`src/lane_steer_params.svh`:
```
/*
  Constants for the data width lane steering bridge.
  Assumes it is included by bare name from the package and modules.
*/
`ifndef LANE_STEER_PARAMS_SVH
`define LANE_STEER_PARAMS_SVH

// Memory width codes on mem_width_i
`define MW_32 2'h0
`define MW_16 2'h1
`define MW_8 2'h2

// Byte lane enable patterns, active low, [3:0]
`define BE_ALL 4'h0
`define BE_HI 4'h3
`define BE_LO 4'hC
`define BE_B0 4'hE
`define BE_NONE 4'hF

// Index of last beat per memory width
`define LAST_32 2'h0
`define LAST_16 2'h1
`define LAST_8 2'h3

// Bus widths
`define IADDR_W 22
`define XADDR_W 20
`define HALF_W 16
`define WORD_W 32

`endif

```
`src/lane_steer_pkg.sv`:
```
/*
  Types for the data width lane steering bridge.
  Assumes lane_steer_params.svh is on the include path.
*/
`include "lane_steer_params.svh"

package lane_steer_pkg;

  // Memory width code
  typedef logic [1:0] mem_width_t;

  // Sequencer states, one-hot
  typedef enum logic [3:0] {
    ST_IDLE = 4'h1,
    ST_XFER = 4'h2,
    ST_DRAIN = 4'h4,
    ST_RESP = 4'h8
  } state_t;

endpackage

```
`src/lane_steer.sv`:
```
/*
  Data width lane steering bridge: turns 32- and 16-bit internal requests
  into transfers on 32-, 16- or 8-bit external memory.
  Assumes mem_width_i is static configuration on clock_i and the memory
  answers a read strobe within the same cycle.
*/
`timescale 1ns/10ps
`default_nettype none
`include "lane_steer_params.svh"

module lane_steer (
  input wire logic clock_i,
  input wire logic reset_i,
  input wire lane_steer_pkg::mem_width_t mem_width_i,
  input wire logic cpu_req_i,
  input wire logic cpu_we_i,
  input wire logic cpu_size32_i,
  input wire logic [21:0] cpu_addr_i,
  input wire logic [15:0] cpu_wdata_hi_i,
  input wire logic [15:0] cpu_wdata_lo_i,
  output logic cpu_ready_o,
  output logic cpu_resp_valid_o,
  input wire logic cpu_resp_ready_i,
  output logic [15:0] cpu_rdata_hi_o,
  output logic [15:0] cpu_rdata_lo_o,
  input wire logic dma_req_i,
  input wire logic dma_we_i,
  input wire logic dma_size32_i,
  input wire logic [21:0] dma_addr_i,
  input wire logic [31:0] dma_wdata_i,
  output logic dma_ready_o,
  output logic dma_resp_valid_o,
  input wire logic dma_resp_ready_i,
  output logic [31:0] dma_rdata_o,
  output logic [19:0] mem_addr_o,
  output logic [3:0] mem_byte_lane_enable_n_o,
  output logic mem_strobe_o,
  output logic mem_we_o,
  input wire logic [31:0] mem_data_i,
  output logic [31:0] mem_data_o,
  output logic mem_data_oe_n_o
);
  import lane_steer_pkg::*;

  state_t state;
  // Arbiter outputs
  logic req_valid;
  logic req_ready;
  logic req_src;
  logic req_we;
  logic req_size32;
  logic [21:0] req_addr;
  logic [31:0] req_wdata;
  // Latched access
  logic acc_src;
  logic acc_we;
  logic acc_size32;
  logic [21:0] acc_addr;
  mem_width_t acc_width;
  // Even-first word image for writes
  logic [31:0] acc_wimg;
  // Current and last beat
  logic [1:0] beat;
  logic [1:0] last_beat;
  logic [1:0] next_first;
  logic [1:0] next_last;
  // Memory base address
  logic [19:0] base_addr;
  // Read data synchroniser and tag pipe
  logic [31:0] rd_meta;
  logic [31:0] rd_sync;
  logic tag1;
  logic tag2;
  logic [1:0] tag1_beat;
  logic [1:0] tag2_beat;
  // Even-first read image, byte 0 is [31:24]
  logic [31:0] rd_img;
  // Response path
  logic [31:0] next_rdata;
  logic resp_push;
  logic resp_ready;
  logic resp_valid;
  logic [32:0] resp_data;
  logic resp_sel_ready;

  // Source selection
  request_arbiter u_arb (
    .clock_i(clock_i),
    .reset_i(reset_i),
    .cpu_req_i(cpu_req_i),
    .cpu_we_i(cpu_we_i),
    .cpu_size32_i(cpu_size32_i),
    .cpu_addr_i(cpu_addr_i),
    .cpu_wdata_i({cpu_wdata_hi_i, cpu_wdata_lo_i}),
    .cpu_ready_o(cpu_ready_o),
    .dma_req_i(dma_req_i),
    .dma_we_i(dma_we_i),
    .dma_size32_i(dma_size32_i),
    .dma_addr_i(dma_addr_i),
    .dma_wdata_i(dma_wdata_i),
    .dma_ready_o(dma_ready_o),
    .req_valid_o(req_valid),
    .req_ready_i(req_ready),
    .req_src_o(req_src),
    .req_we_o(req_we),
    .req_size32_o(req_size32),
    .req_addr_o(req_addr),
    .req_wdata_o(req_wdata)
  );

  // New request only when idle
  assign req_ready = (state == ST_IDLE);

  // First and last beat of the incoming access
  always_comb
  begin
    next_first = 2'h0;
    unique case (mem_width_i)
      `MW_16: next_last = `LAST_16;
      `MW_8: next_last = `LAST_8;
      default: next_last = `LAST_32;
    endcase
    if (req_we && !req_size32)
    begin
      // Single word write touches only its own lanes
      if (mem_width_i == `MW_16)
      begin
        next_first = {1'b0, req_addr[1]};
        next_last = {1'b0, req_addr[1]};
      end
      else if (mem_width_i == `MW_8)
      begin
        next_first = {req_addr[1], 1'b0};
        next_last = {req_addr[1], 1'b1};
      end
    end
  end

  // Latch accepted request
  always_ff @(posedge clock_i)
  begin
    if (reset_i)
    begin
      acc_src <= 1'b0;
      acc_we <= 1'b0;
      acc_size32 <= 1'b0;
      acc_addr <= '0;
      acc_width <= `MW_32;
      acc_wimg <= '0;
      last_beat <= 2'h0;
    end
    else if (req_valid && req_ready)
    begin
      acc_src <= req_src;
      acc_we <= req_we;
      acc_size32 <= req_size32;
      acc_addr <= req_addr;
      acc_width <= (mem_width_i == `MW_16 || mem_width_i == `MW_8) ? mem_width_i : `MW_32;
      last_beat <= next_last;
      if (!req_size32)
      begin
        acc_wimg <= {req_wdata[15:0], req_wdata[15:0]};
      end
      else if (req_addr[1])
      begin
        acc_wimg <= {req_wdata[15:0], req_wdata[31:16]};
      end
      else
      begin
        acc_wimg <= req_wdata;
      end
    end
  end

  // Even-aligned base address per width
  always_comb
  begin
    unique case (acc_width)
      `MW_16: base_addr = {acc_addr[20:2], 1'b0};
      `MW_8: base_addr = {acc_addr[19:2], 2'h0};
      default: base_addr = acc_addr[21:2];
    endcase
  end

  // Sequencer
  always_ff @(posedge clock_i)
  begin
    if (reset_i)
    begin
      state <= ST_IDLE;
      beat <= 2'h0;
    end
    else
    begin
      unique case (state)
        ST_IDLE:
        begin
          if (req_valid)
          begin
            state <= ST_XFER;
            beat <= next_first;
          end
        end
        ST_XFER:
        begin
          // Beats go out back to back
          beat <= beat + 2'h1;
          if (beat == last_beat)
          begin
            state <= acc_we ? ST_RESP : ST_DRAIN;
          end
        end
        ST_DRAIN:
        begin
          // Wait for the last read beat to land
          if (tag2 && !tag1 && !mem_strobe_o)
          begin
            state <= ST_RESP;
          end
        end
        ST_RESP:
        begin
          if (resp_ready)
          begin
            state <= ST_IDLE;
          end
        end
      endcase
    end
  end

  // Drive one memory beat per XFER cycle
  always_ff @(posedge clock_i)
  begin
    if (reset_i)
    begin
      mem_strobe_o <= 1'b0;
      mem_we_o <= 1'b0;
      mem_addr_o <= '0;
      mem_byte_lane_enable_n_o <= `BE_NONE;
      mem_data_o <= '0;
      mem_data_oe_n_o <= 1'b1;
    end
    else if (state == ST_XFER)
    begin
      mem_strobe_o <= 1'b1;
      mem_we_o <= acc_we;
      mem_data_oe_n_o <= !acc_we;
      mem_addr_o <= base_addr + {18'h0, beat};
      unique case (acc_width)
        `MW_16:
        begin
          mem_byte_lane_enable_n_o <= `BE_LO;
          mem_data_o <= {16'h0, beat[0] ? acc_wimg[15:0] : acc_wimg[31:16]};
        end
        `MW_8:
        begin
          mem_byte_lane_enable_n_o <= `BE_B0;
          mem_data_o <= {24'h0, acc_wimg[8 * (3 - beat) +: 8]};
        end
        default:
        begin
          mem_data_o <= acc_wimg;
          if (acc_we && !acc_size32)
          begin
            mem_byte_lane_enable_n_o <= acc_addr[1] ? `BE_LO : `BE_HI;
          end
          else
          begin
            mem_byte_lane_enable_n_o <= `BE_ALL;
          end
        end
      endcase
    end
    else
    begin
      mem_strobe_o <= 1'b0;
      mem_we_o <= 1'b0;
      mem_byte_lane_enable_n_o <= `BE_NONE;
      mem_data_oe_n_o <= 1'b1;
    end
  end

  // Pin data synchroniser, first stage read only by second
  always_ff @(posedge clock_i)
  begin
    rd_meta <= mem_data_i;
    rd_sync <= rd_meta;
  end

  // Read tags follow the synchroniser
  always_ff @(posedge clock_i)
  begin
    if (reset_i)
    begin
      tag1 <= 1'b0;
      tag2 <= 1'b0;
      tag1_beat <= 2'h0;
      tag2_beat <= 2'h0;
    end
    else
    begin
      tag1 <= mem_strobe_o && !mem_we_o;
      tag2 <= tag1;
      tag1_beat <= mem_addr_o[1:0] - base_addr[1:0];
      tag2_beat <= tag1_beat;
    end
  end

  // Collect each byte lane of the even-first image
  genvar gi;
  generate
    for (gi = 0; gi < 4; gi++)
    begin : g_lane
      always_ff @(posedge clock_i)
      begin
        if (reset_i)
        begin
          rd_img[31 - 8 * gi -: 8] <= 8'h0;
        end
        else if (tag2)
        begin
          unique case (acc_width)
            `MW_16:
            begin
              if (tag2_beat[0] == 1'(gi / 2))
              begin
                rd_img[31 - 8 * gi -: 8] <= rd_sync[15 - 8 * (gi % 2) -: 8];
              end
            end
            `MW_8:
            begin
              if (tag2_beat == 2'(gi))
              begin
                rd_img[31 - 8 * gi -: 8] <= rd_sync[7:0];
              end
            end
            default:
            begin
              rd_img[31 - 8 * gi -: 8] <= rd_sync[31 - 8 * gi -: 8];
            end
          endcase
        end
      end
    end
  endgenerate

  // Reorder or isolate the returned data
  always_comb
  begin
    if (acc_size32)
    begin
      next_rdata = acc_addr[1] ? {rd_img[15:0], rd_img[31:16]} : rd_img;
    end
    else
    begin
      next_rdata = {16'h0, acc_addr[1] ? rd_img[15:0] : rd_img[31:16]};
    end
  end

  assign resp_push = (state == ST_RESP);
  assign resp_sel_ready = resp_data[32] ? dma_resp_ready_i : cpu_resp_ready_i;

  // Response buffer, stalls the sequencer when full
  resp_buffer #(
    .WIDTH(33)
  ) u_resp (
    .clock_i(clock_i),
    .reset_i(reset_i),
    .in_valid_i(resp_push),
    .in_ready_o(resp_ready),
    .in_data_i({acc_src, acc_we ? 32'h0 : next_rdata}),
    .out_valid_o(resp_valid),
    .out_ready_i(resp_sel_ready),
    .out_data_o(resp_data)
  );

  // Split response per source
  assign cpu_resp_valid_o = resp_valid && !resp_data[32];
  assign dma_resp_valid_o = resp_valid && resp_data[32];
  assign cpu_rdata_hi_o = resp_data[31:16];
  assign cpu_rdata_lo_o = resp_data[15:0];
  assign dma_rdata_o = resp_data[31:0];

  chk_be_w32_full: assert property (@(posedge clock_i) disable iff (reset_i)
    mem_strobe_o && acc_width == `MW_32 && acc_size32 |-> mem_byte_lane_enable_n_o == `BE_ALL)
    else $error("32-bit access on 32-wide memory lacks all lanes");
  chk_be_w16_lanes: assert property (@(posedge clock_i) disable iff (reset_i)
    mem_strobe_o && acc_width == `MW_16 |-> mem_byte_lane_enable_n_o == `BE_LO)
    else $error("16-wide memory lanes wrong");
  chk_be_w8_lane: assert property (@(posedge clock_i) disable iff (reset_i)
    mem_strobe_o && acc_width == `MW_8 |-> mem_byte_lane_enable_n_o == `BE_B0)
    else $error("8-wide memory lane wrong");
  chk_two_beats: assert property (@(posedge clock_i) disable iff (reset_i)
    req_valid && req_ready && !req_we && mem_width_i == `MW_16 |-> ##2 mem_strobe_o [*2] ##1 !mem_strobe_o)
    else $error("16-wide read is not two back-to-back beats");
  chk_four_beats: assert property (@(posedge clock_i) disable iff (reset_i)
    req_valid && req_ready && !req_we && mem_width_i == `MW_8 |-> ##2 mem_strobe_o [*4] ##1 !mem_strobe_o)
    else $error("8-wide read is not four back-to-back beats");
  chk_addr_step: assert property (@(posedge clock_i) disable iff (reset_i)
    mem_strobe_o && $past(mem_strobe_o) |-> mem_addr_o == $past(mem_addr_o) + 20'h1)
    else $error("second beat address not incremented");
  chk_half_write_hi: assert property (@(posedge clock_i) disable iff (reset_i)
    mem_strobe_o && mem_we_o && acc_width == `MW_32 && !acc_size32 && !acc_addr[1]
    |-> mem_byte_lane_enable_n_o == `BE_HI && !mem_data_oe_n_o)
    else $error("even word write lanes wrong");
  chk_half_write_lo: assert property (@(posedge clock_i) disable iff (reset_i)
    mem_strobe_o && mem_we_o && acc_width == `MW_32 && !acc_size32 && acc_addr[1]
    |-> mem_byte_lane_enable_n_o == `BE_LO)
    else $error("odd word write lanes wrong");
  chk_half_read_pick: assert property (@(posedge clock_i) disable iff (reset_i)
    mem_strobe_o && !mem_we_o && acc_width == `MW_32 && !acc_size32
    |-> ##3 resp_push && next_rdata == {16'h0, acc_addr[1] ? $past(mem_data_i[15:0], 3) : $past(mem_data_i[31:16], 3)})
    else $error("16-bit read returned wrong half");
  chk_resp_after: assert property (@(posedge clock_i) disable iff (reset_i)
    resp_push |-> !tag1 && !tag2 && !(mem_strobe_o && !mem_we_o))
    else $error("response before all beats finished");

endmodule
`default_nettype wire

```
`src/request_arbiter.sv`:
```
/*
  Round-robin choice between the CPU data port and the DMA port.
  Assumes requesters hold their fields stable while req is high.
*/
`timescale 1ns/10ps
`default_nettype none

module request_arbiter (
  input wire logic clock_i,
  input wire logic reset_i,
  input wire logic cpu_req_i,
  input wire logic cpu_we_i,
  input wire logic cpu_size32_i,
  input wire logic [21:0] cpu_addr_i,
  input wire logic [31:0] cpu_wdata_i,
  output logic cpu_ready_o,
  input wire logic dma_req_i,
  input wire logic dma_we_i,
  input wire logic dma_size32_i,
  input wire logic [21:0] dma_addr_i,
  input wire logic [31:0] dma_wdata_i,
  output logic dma_ready_o,
  output logic req_valid_o,
  input wire logic req_ready_i,
  output logic req_src_o,
  output logic req_we_o,
  output logic req_size32_o,
  output logic [21:0] req_addr_o,
  output logic [31:0] req_wdata_o
);

  // Last served source, 1 = DMA
  logic last_dma;
  // DMA wins when alone or when CPU was served last
  logic pick_dma;

  assign pick_dma = dma_req_i && (!cpu_req_i || !last_dma);
  assign req_valid_o = cpu_req_i || dma_req_i;
  assign req_src_o = pick_dma;
  assign req_we_o = pick_dma ? dma_we_i : cpu_we_i;
  assign req_size32_o = pick_dma ? dma_size32_i : cpu_size32_i;
  assign req_addr_o = pick_dma ? dma_addr_i : cpu_addr_i;
  assign req_wdata_o = pick_dma ? dma_wdata_i : cpu_wdata_i;
  assign cpu_ready_o = req_ready_i && !pick_dma;
  assign dma_ready_o = req_ready_i && pick_dma;

  // Remember who was served
  always_ff @(posedge clock_i)
  begin
    if (reset_i)
    begin
      last_dma <= 1'b0;
    end
    else if (req_valid_o && req_ready_i)
    begin
      last_dma <= pick_dma;
    end
  end

endmodule
`default_nettype wire

```
`src/resp_buffer.sv`:
```
/*
  Two-entry buffer with valid and ready on both sides.
  Assumes one clock and a synchronous active-high reset.
*/
`timescale 1ns/10ps
`default_nettype none

module resp_buffer #(
  parameter int WIDTH = 33
) (
  input wire logic clock_i,
  input wire logic reset_i,
  input wire logic in_valid_i,
  output logic in_ready_o,
  input wire logic [WIDTH-1:0] in_data_i,
  output logic out_valid_o,
  input wire logic out_ready_i,
  output logic [WIDTH-1:0] out_data_o
);

  // Two storage slots
  logic [WIDTH-1:0] slot [2];
  // Write and read pointers
  logic wr_ptr;
  logic rd_ptr;
  // Fill level 0..2
  logic [1:0] count;
  logic push;
  logic pop;

  assign in_ready_o = (count != 2'h2);
  assign out_valid_o = (count != 2'h0);
  assign push = in_valid_i && in_ready_o;
  assign pop = out_valid_o && out_ready_i;
  assign out_data_o = slot[rd_ptr];

  // Store incoming word
  always_ff @(posedge clock_i)
  begin
    if (push)
    begin
      slot[wr_ptr] <= in_data_i;
    end
  end

  // Pointer and level update
  always_ff @(posedge clock_i)
  begin
    if (reset_i)
    begin
      wr_ptr <= 1'b0;
      rd_ptr <= 1'b0;
      count <= 2'h0;
    end
    else
    begin
      if (push)
      begin
        wr_ptr <= ~wr_ptr;
      end
      if (pop)
      begin
        rd_ptr <= ~rd_ptr;
      end
      count <= count + {1'b0, push} - {1'b0, pop};
    end
  end

endmodule
`default_nettype wire

```
`config.mk`:
```
export PLATFORM = sky130hd
export DESIGN_NAME = lane_steer
export DESIGN_NICKNAME = d
export VERILOG_FILES = /design/src/lane_steer_pkg.sv /design/src/lane_steer.sv /design/src/request_arbiter.sv /design/src/resp_buffer.sv
export VERILOG_INCLUDE_DIRS = /design/src /design/src/src
export SDC_FILE = /design/constraint.sdc
export NUM_CORES = 1
export LEC_CHECK = 0
export BUFFER_PORTS_ARGS = -buffer_cell sky130_fd_sc_hd__buf_2
export CORE_MARGIN = 5
export CORE_UTILIZATION = 49
export DETAILED_ROUTE_END_ITERATION = 7
export GPL_TIMING_DRIVEN = 0
export PLACE_DENSITY = 0.76
export SYNTH_ARGS = -nofsm -noshare
export SYNTH_HDL_FRONTEND = slang
export SYNTH_SLANG_ARGS = --single-unit
```
`constraint.sdc`:
```
create_clock -name clock_i -period 3 [get_ports clock_i]
set_input_delay 0 -clock clock_i [delete_from_list [all_inputs] [get_ports clock_i]]
set_output_delay 0 -clock clock_i [all_outputs]
set_load 0.02 [all_outputs]
```
* Word level (Yosys, flattened, before mapping)
Memories as Yosys holds them, arrays and structs flattened. A register that Yosys moved wholly into a read port is not among the register bits.
Cells that the tools add are included.
** Operators by class
- Equal/unequal tests :: 23
- Bitwise operators :: 3
- Shift-type cells :: 1
- $add $sub $neg :: 6
- Reductions and logical operators :: 36
- Mux-type cells :: 50
** Operators with widths (count)
- 32-bit two-way mux :: 6
- 8-bit two-way mux :: 8
- 32-bit case mux with 2 select lines :: 1
- 8-bit case mux with 2 select lines :: 4
- 20-bit case mux with 2 select lines :: 1
- 32-bit by 33-bit indexed part select with 8-bit output :: 1
- 16-bit two-way mux :: 2
- 4-bit two-way mux :: 7
- 22-bit two-way mux :: 1
- 20-bit by 2-bit adder with 20-bit output :: 1
- 2-bit inequality test, second input constant :: 10
- 2-bit two-way mux :: 8
- 4-bit case mux with 4 select lines :: 1
- 1-bit logical AND :: 13
- 3-bit AND reduction :: 4
- 1-bit zero test :: 10
- 2-bit == test, second input constant :: 4
- 1-bit two-way mux :: 8
- 2-bit case mux with 2 select lines :: 2
- 4-bit case mux with 2 select lines :: 1
- 2-bit by 1-bit == test with 1-bit output, second input constant :: 3
- 4-bit by 1-bit == test with 1-bit output, second input constant :: 1
- 4-bit by 2-bit == test with 1-bit output, second input constant :: 1
- 4-bit by 3-bit == test with 1-bit output, second input constant :: 1
- 15 further kinds :: 20
** Storage, ports and cells
- Memory bits (writable) :: 66
- Bits in registers :: 232
- Logic and storage cells :: 148
- Memories kept :: 1
- Output and inout bits :: 127
- Bits of input ports :: 152
** Memories
- u_resp.slot :: depth 2, width 33, rd ports 1, clocked after memory_dff 1, wr ports 1, RTL line resp_buffer.sv:22 : logic [WIDTH-1:0] slot [2];

* Longest topological paths before layout
- Depth in word-level cells :: 9
- Gate-level depth with buffers :: 15
- Gate-level depth less buffers :: 11

* Cells and area by module
Synthesis repeated with hierarchy kept, for this count alone.
** Second synthesis, totals
- Cells, all modules :: 1276
- Area total of the unflattened synthesis :: 13246.5 µm²
** Modules (own cells, without submodules)
- lane_steer :: area each 9716.8 µm², cells each 1080, instances 1, sequential area each 4524.3 µm²
- resp_buffer :: area each 2748.9 µm², cells each 127, instances 1, sequential area each 2082.0 µm²
- request_arbiter :: area each 780.7 µm², cells each 69, instances 1, sequential area each 20.0 µm²

* Worst setup path after synthesis
OpenSTA, ideal clock, no wires.
- Path kind :: reg2reg
- From :: register acc_width[0]
- To :: register mem_addr_o[11]
- Setup time :: 91 ps
- Path slack :: -258 ps
- Cell stages (with the launch flop) :: 15
- Period minus slack after synthesis :: 3258 ps
- Buffers on the path :: 5
- Data required time :: 2909 ps
- Data arrival time :: 3167 ps
- Path through :: dfxtp_1 inv_1 ha_1 buf_4 buf_6 buf_2 buf_1 clkbuf_1 and2_1 ha_1 a21oi_1 nor3_1 nand4_1 or3_1 a311oi_1
** On the way
- Word-level cells in the longest chain between the ends :: 3
- Elaborated cells between the ends (all ways) :: 4
- Classes of those cells :: add/sub (1); eq/ne (2); mux (1)
** RTL lines
- start: declaration :: RTL line lane_steer.sv:59 : mem_width_t acc_width;
- start signal: assignment :: RTL line lane_steer.sv:148 : acc_width <= `MW_32;
- start signal: assignment :: RTL line lane_steer.sv:158 : acc_width <= (mem_width_i == `MW_16 || mem_width_i == `MW_8) ? mem_width_i : `MW_32;
- 2-bit == test / 2-bit by 1-bit == test with 1-bit output (equally long branches) :: RTL line lane_steer.sv:178 : unique case (acc_width)
- 20-bit case mux with 2 select lines (*) :: RTL line lane_steer.sv:178
- 20-bit by 2-bit adder with 20-bit output (*) :: RTL line lane_steer.sv:249 : mem_addr_o <= base_addr + {18'h0, beat};
- end signal: assignment :: RTL line lane_steer.sv:249
- end: declaration :: RTL line lane_steer.sv:35 : output logic [19:0] mem_addr_o,
Mark *: on every way between the ends. The rest lies on a longest branch, timed or not.
A chain may end at the register's enable or synchronous reset.

==> run_summary.xml <==
<?xml version="1.0" encoding="UTF-8"?>
<metrics>
  <group name="outcome">
    <metric name="status" unit="">finished, violations left</metric>
    <metric name="violations" unit="">setup timing</metric>
  </group>
  <group name="detailed_routing">
    <metric name="vias_per_cell" unit="">5.45</metric>
    <metric name="wirelength" unit="um">39100</metric>
    <metric name="routed_len_inst" unit="um">18.7</metric>
    <metric name="dr.first_iter.drc_count" unit="">674</metric>
    <metric name="drt_pass1_iterations" unit="">5</metric>
    <metric name="antenna_left" unit="">0</metric>
    <metric name="route.detailed.drc" unit="">0</metric>
    <metric name="vias" unit="">11400</metric>
  </group>
  <group name="floorplan">
    <metric name="floorplan.initialDensity" unit="">0.494</metric>
    <metric name="core_area" unit="mm2">0.0259</metric>
    <metric name="num_io_pins" unit="">279</metric>
    <metric name="chipHeight" unit="um">172</metric>
    <metric name="dieArea" unit="mm2">0.0295</metric>
    <metric name="core.rowCount" unit="">59</metric>
    <metric name="die_width" unit="um">172</metric>
  </group>
  <group name="place">
    <metric name="dpl.hpwl" unit="um">27200</metric>
    <metric name="globalplace.congestion" unit="">0.949</metric>
    <metric name="pre_cts_ws" unit="ps">-614</metric>
    <metric name="post_dp_cell_area" unit="mm2">0.0146</metric>
    <metric name="buffer_ports.inserted" unit="">275</metric>
  </group>
  <group name="timing">
    <metric name="finalSetupViolCount" unit="">1</metric>
    <metric name="max-slew-margin-rel" unit="">0.454</metric>
    <metric name="worst_path_setup_slack_after_routing" unit="ps">-13.3</metric>
    <metric name="unrepaired_setup_endpoints_after_global_routing" unit="">true</metric>
    <metric name="min_period_over_period" unit="">1.00</metric>
    <metric name="final-hold-violation-count" unit="">0</metric>
    <metric name="finalWorstPathRequiredPeriod" unit="ps">3010</metric>
    <metric name="max_clock_freq" unit="MHz">332</metric>
    <metric name="fin_worst_skew" unit="ps">22.2</metric>
    <metric name="drv_slew" unit="">0</metric>
    <metric name="worst_pin_slew" unit="ps">818</metric>
    <metric name="timing.hold.ws" unit="ps">13.7</metric>
  </group>
  <group name="yosys">
    <metric name="synthesis.area" unit="mm2">0.0128</metric>
    <metric name="post_synth_xor_area_fraction" unit="">0.0185</metric>
    <metric name="synth_top_family_by_area" unit="">simple AND/OR/NAND/NOR gates</metric>
    <metric name="synthSimpleGateAreaFrac" unit="">0.147</metric>
    <metric name="gate_count_after_technology_mapping" unit="">1275</metric>
    <metric name="post_synth_fa_ha_maj_area_fraction" unit="">0.0104</metric>
    <metric name="synth-compound-area-share" unit="">0.135</metric>
    <metric name="synthDistinctLibCells" unit="">57</metric>
    <metric name="synth_flop_cell" unit="">sky130_fd_sc_hd__dfxtp_1</metric>
    <metric name="ys_warn_count" unit="">0</metric>
    <metric name="sequential_area_share_after_synthesis" unit="">0.516</metric>
    <metric name="synthArstFlopShare" unit="">0</metric>
    <metric name="postSynthAreaPerCell" unit="um2">10.0</metric>
    <metric name="synth_mux_area_frac" unit="">0.119</metric>
    <metric name="post_syn_nets" unit="">1437</metric>
    <metric name="post_synth_edffs" unit="">66</metric>
    <metric name="postSynthRegisterBits" unit="">297</metric>
  </group>
  <group name="pwr">
    <metric name="share_comb_of_total_power" unit="">0.222</metric>
    <metric name="clockPowerShare" unit="">0.358</metric>
    <metric name="total_switching_power" unit="mW">3.04</metric>
    <metric name="p_leak" unit="nW">7.02</metric>
    <metric name="intPower" unit="mW">7.69</metric>
    <metric name="ir_drop" unit="V">0.000524</metric>
    <metric name="sw_frac_of_total" unit="">0.283</metric>
    <metric name="power-per-cell-area" unit="mW/mm2">618</metric>
    <metric name="sequentialPowerShare" unit="">0.420</metric>
  </group>
  <group name="global_route">
    <metric name="vias_in_the_first_global_route" unit="">11300</metric>
    <metric name="globalRoute.totalOverflow" unit="">0</metric>
    <metric name="largest_net_degree_at_the_start_of_global_routing" unit="">34</metric>
    <metric name="grt_util_all_layers" unit="">0.257</metric>
    <metric name="grt_first_pass_wirelength" unit="um">60000</metric>
    <metric name="number_of_antenna_violations_at_the_first_check_in_global_routing" unit="">0</metric>
  </group>
  <group name="clock_network">
    <metric name="cts-buffers-inserted" unit="">29</metric>
    <metric name="clkSinkCount" unit="">297</metric>
    <metric name="cts.clk_slew.worst_paths" unit="ps">60</metric>
    <metric name="ctsLongestPathBuffers" unit="">3</metric>
    <metric name="cts.htree.levels" unit="">1</metric>
    <metric name="clock_network_latency_to_the_later_pin_of_the_worst_skew_pair" unit="ps">550</metric>
    <metric name="clock-root-buffer" unit="">sky130_fd_sc_hd__clkbuf_16</metric>
    <metric name="cts_tree" unit="">built</metric>
  </group>
  <group name="worst_setup_path">
    <metric name="crit_path_cell_trace" unit="">a21boi_2 &gt; mux2i_1 &gt; nor2_1 &gt; clkbuf_1 &gt; nand2_1 &gt; o211ai_1 &gt; dlygate4sd3_1 &gt; a21oi_1</metric>
    <metric name="worst-setup-path-type" unit="">flop to flop</metric>
    <metric name="worstPathRequired" unit="ps">3460</metric>
    <metric name="max_stage_delay" unit="ps">600</metric>
    <metric name="critical_path_arrival" unit="ps">3470</metric>
    <metric name="ff2ff_path_depth" unit="">8</metric>
    <metric name="regToRegEndpoint" unit="">acc_wimg[7]</metric>
    <metric name="critical-path-slowest-cell" unit="">sky130_fd_sc_hd__mux2i_1</metric>
    <metric name="worst_setup_path_start_kind" unit="">flop</metric>
    <metric name="worst_flop_to_flop_path_startpoint" unit="">acc_src</metric>
    <metric name="path_max_fanout" unit="">10</metric>
    <metric name="setup.reg_to_reg.worst_slack" unit="ps">-10</metric>
    <metric name="crit_path_end_kind" unit="">flop</metric>
  </group>
  <group name="cells_and_area">
    <metric name="final_cell_area" unit="mm2">0.0174</metric>
    <metric name="areaGrowthSynthToFinish" unit="%">35.6</metric>
    <metric name="final_layout_size_suffix_gt1_frac" unit="">0.269</metric>
    <metric name="design.final.nets" unit="">1902</metric>
    <metric name="layout.core_utilization" unit="">0.670</metric>
    <metric name="antenna-diode-count" unit="">0</metric>
    <metric name="final.fill_count" unit="">1927</metric>
    <metric name="commonest_cells_after_routing_fill_and_taps_aside" unit="">282 x sky130_fd_sc_hd__buf_2, 230 x sky130_fd_sc_hd__dfxtp_1, 154 x sky130_fd_sc_hd__dlygate4sd3_1</metric>
    <metric name="layout.cells.most_common" unit="">sky130_fd_sc_hd__buf_2</metric>
  </group>
  <group name="hold_path">
    <metric name="min-delay-path-class" unit="">input pin to flop</metric>
    <metric name="hold_path_depth" unit="">2</metric>
    <metric name="hold_end" unit="">state[0]</metric>
    <metric name="min-delay-start" unit="">reset_i</metric>
  </group>
  <group name="run">
    <metric name="maxCapViolCount" unit="">0</metric>
  </group>
</metrics>
[registers in the layout, summed over array words and instances (netlist names), 20 cells and up, named ones only]
signal,flops
u_resp.slot,66
acc_addr,21
mem_addr_o,20
rd_sync,32
rd_img,32
acc_wimg,32
mem_data_o,32
rd_meta,32
[cell type report]
class	count	area (um2)	share of cell area
Sequential cell	297	6610	0.381
Clock buffer	37	816	0.0470
Clock inverter	14	203	0.0117
Tap cell	335	419	0.0241
Multi-Input combinational cell	840	5580	0.321
Inverter	11	41.3	0.00238
Buffer	124	701	0.0404
Timing Repair Buffer	437	2990	0.172
[power groups by stage]
stage          registers [mW]  logic [mW]  clock network, mW
3_5_place_dp             4.58        2.11                  0
2_1_floorplan            4.58        1.42                  0
5_1_grt                  4.53        2.57               4.06
3_3_place_gp             4.58        2.07                  0
4_1_cts                  4.50        2.33               3.88
6_report                 4.51        2.38               3.84
[worst max-delay path: cells and delay by family, from the launching register on]
family          cells  cell delay (ps)
compound gates      3              620
simple gates        2              420
buf+inv             2              880
mux                 1              600
flops               1              400
[repair_timing]
item	in CTS	in global routing
gates resized for setup	13	13
endpoints found under the hold margin	91	0
cloned	0	0
pin swaps	2	3
endpoints found under the setup margin	18	23
hold buffers	154	0
buffers inserted	2	5
[kinds of logic (layout without fill, tap and decap cells)]
| kind of cell | count (synthesis) | count (layout) |
|---|---|---|
| XOR/XNOR | 27 | 27 |
| flip-flops | 297 | 297 |
| multiplexers | 136 | 136 |
| buffers and inverters | 138 | 623 |
| adder cells (fa/ha/maj) | 10 | 10 |
| AO/OA/AOI/OAI | 263 | 263 |
| AND/OR/NAND/NOR | 404 | 404 |
[cells in the mapped netlist (3+ instances only)]
master                     number  area (um2)
sky130_fd_sc_hd__nor4_2         3        37.5
sky130_fd_sc_hd__mux2_2        48         541
sky130_fd_sc_hd__clkbuf_1      71         267
sky130_fd_sc_hd__a22oi_1       16         120
sky130_fd_sc_hd__buf_2         10        50.1
sky130_fd_sc_hd__o21ai_1        7        35.0
sky130_fd_sc_hd__or2_2          5        31.3
sky130_fd_sc_hd__nand2b_1       4        25.0
sky130_fd_sc_hd__buf_4         36         270
sky130_fd_sc_hd__a221oi_1      17         149
sky130_fd_sc_hd__buf_6          3        33.8
sky130_fd_sc_hd__ha_1           9         113
sky130_fd_sc_hd__nor3_1        23         115
sky130_fd_sc_hd__mux4_2         8         180
sky130_fd_sc_hd__or3_1          3        18.8
sky130_fd_sc_hd__nor4_4         3        63.8
sky130_fd_sc_hd__buf_1          7        26.3
sky130_fd_sc_hd__nand3b_1       5        37.5
sky130_fd_sc_hd__nand2_1      142         533
sky130_fd_sc_hd__o211ai_1      33         248
sky130_fd_sc_hd__nor4b_1        3        26.3
sky130_fd_sc_hd__a221o_1        8        80.1
sky130_fd_sc_hd__a211oi_1      53         398
sky130_fd_sc_hd__nand4_1        3        18.8
sky130_fd_sc_hd__a21oi_1      103         515
sky130_fd_sc_hd__edfxtp_1      66        1980
sky130_fd_sc_hd__xnor2_1       16         140
sky130_fd_sc_hd__dfxtp_1      231        4620
sky130_fd_sc_hd__nand3_1       21         105
sky130_fd_sc_hd__o21ai_0       13        65.1
sky130_fd_sc_hd__nor2_1       151         567
sky130_fd_sc_hd__nor2b_1       22         138
sky130_fd_sc_hd__mux2i_1       80         801
sky130_fd_sc_hd__inv_1         11        41.3
sky130_fd_sc_hd__xor2_1        11        96.3
sky130_fd_sc_hd__a311oi_1       3        26.3
[stage by stage]
stage                     TNS [ps]  power (mW)  instances
after floorplan                  0        6.00       1275
after global placement      -34280        6.64       1885
after detailed placement     -7290        6.69       1886
after CTS                        0        10.7       2090
after global routing         -86.7        11.2       2095
final                        -13.3        10.7       2095
[per-layer routing]
layer / vias up / track usage / share of wire / wire [um]
met5: - / 0 / 0 / 0
met4: 0 / 0.121 / 0.050 / 1940
met3: 122 / 0.0395 / 0.070 / 2750
met2: 533 / 0.463 / 0.51 / 19800
met1: 5329 / 0.298 / 0.37 / 14600
li1: 5436 / - / - / -
[worst max path at each step]
| stage | startpoint | endpoint | cells past startpoint |
|---|---|---|---|
| 3_5_place_dp | acc_width[0] | mem_addr_o[13] | 15 |
| 5_1_grt | acc_width[0] | mem_addr_o[19] | 15 |
| 3_3_place_gp | state[0] | u_resp.slot[0][22] | 3 |
| 6_report | acc_src | acc_wimg[7] | 8 |
| 4_1_cts | acc_width[0] | mem_addr_o[19] | 15 |
| 2_1_floorplan | acc_width[0] | mem_addr_o[11] | 14 |
Power figures use the tool's default switching activity.
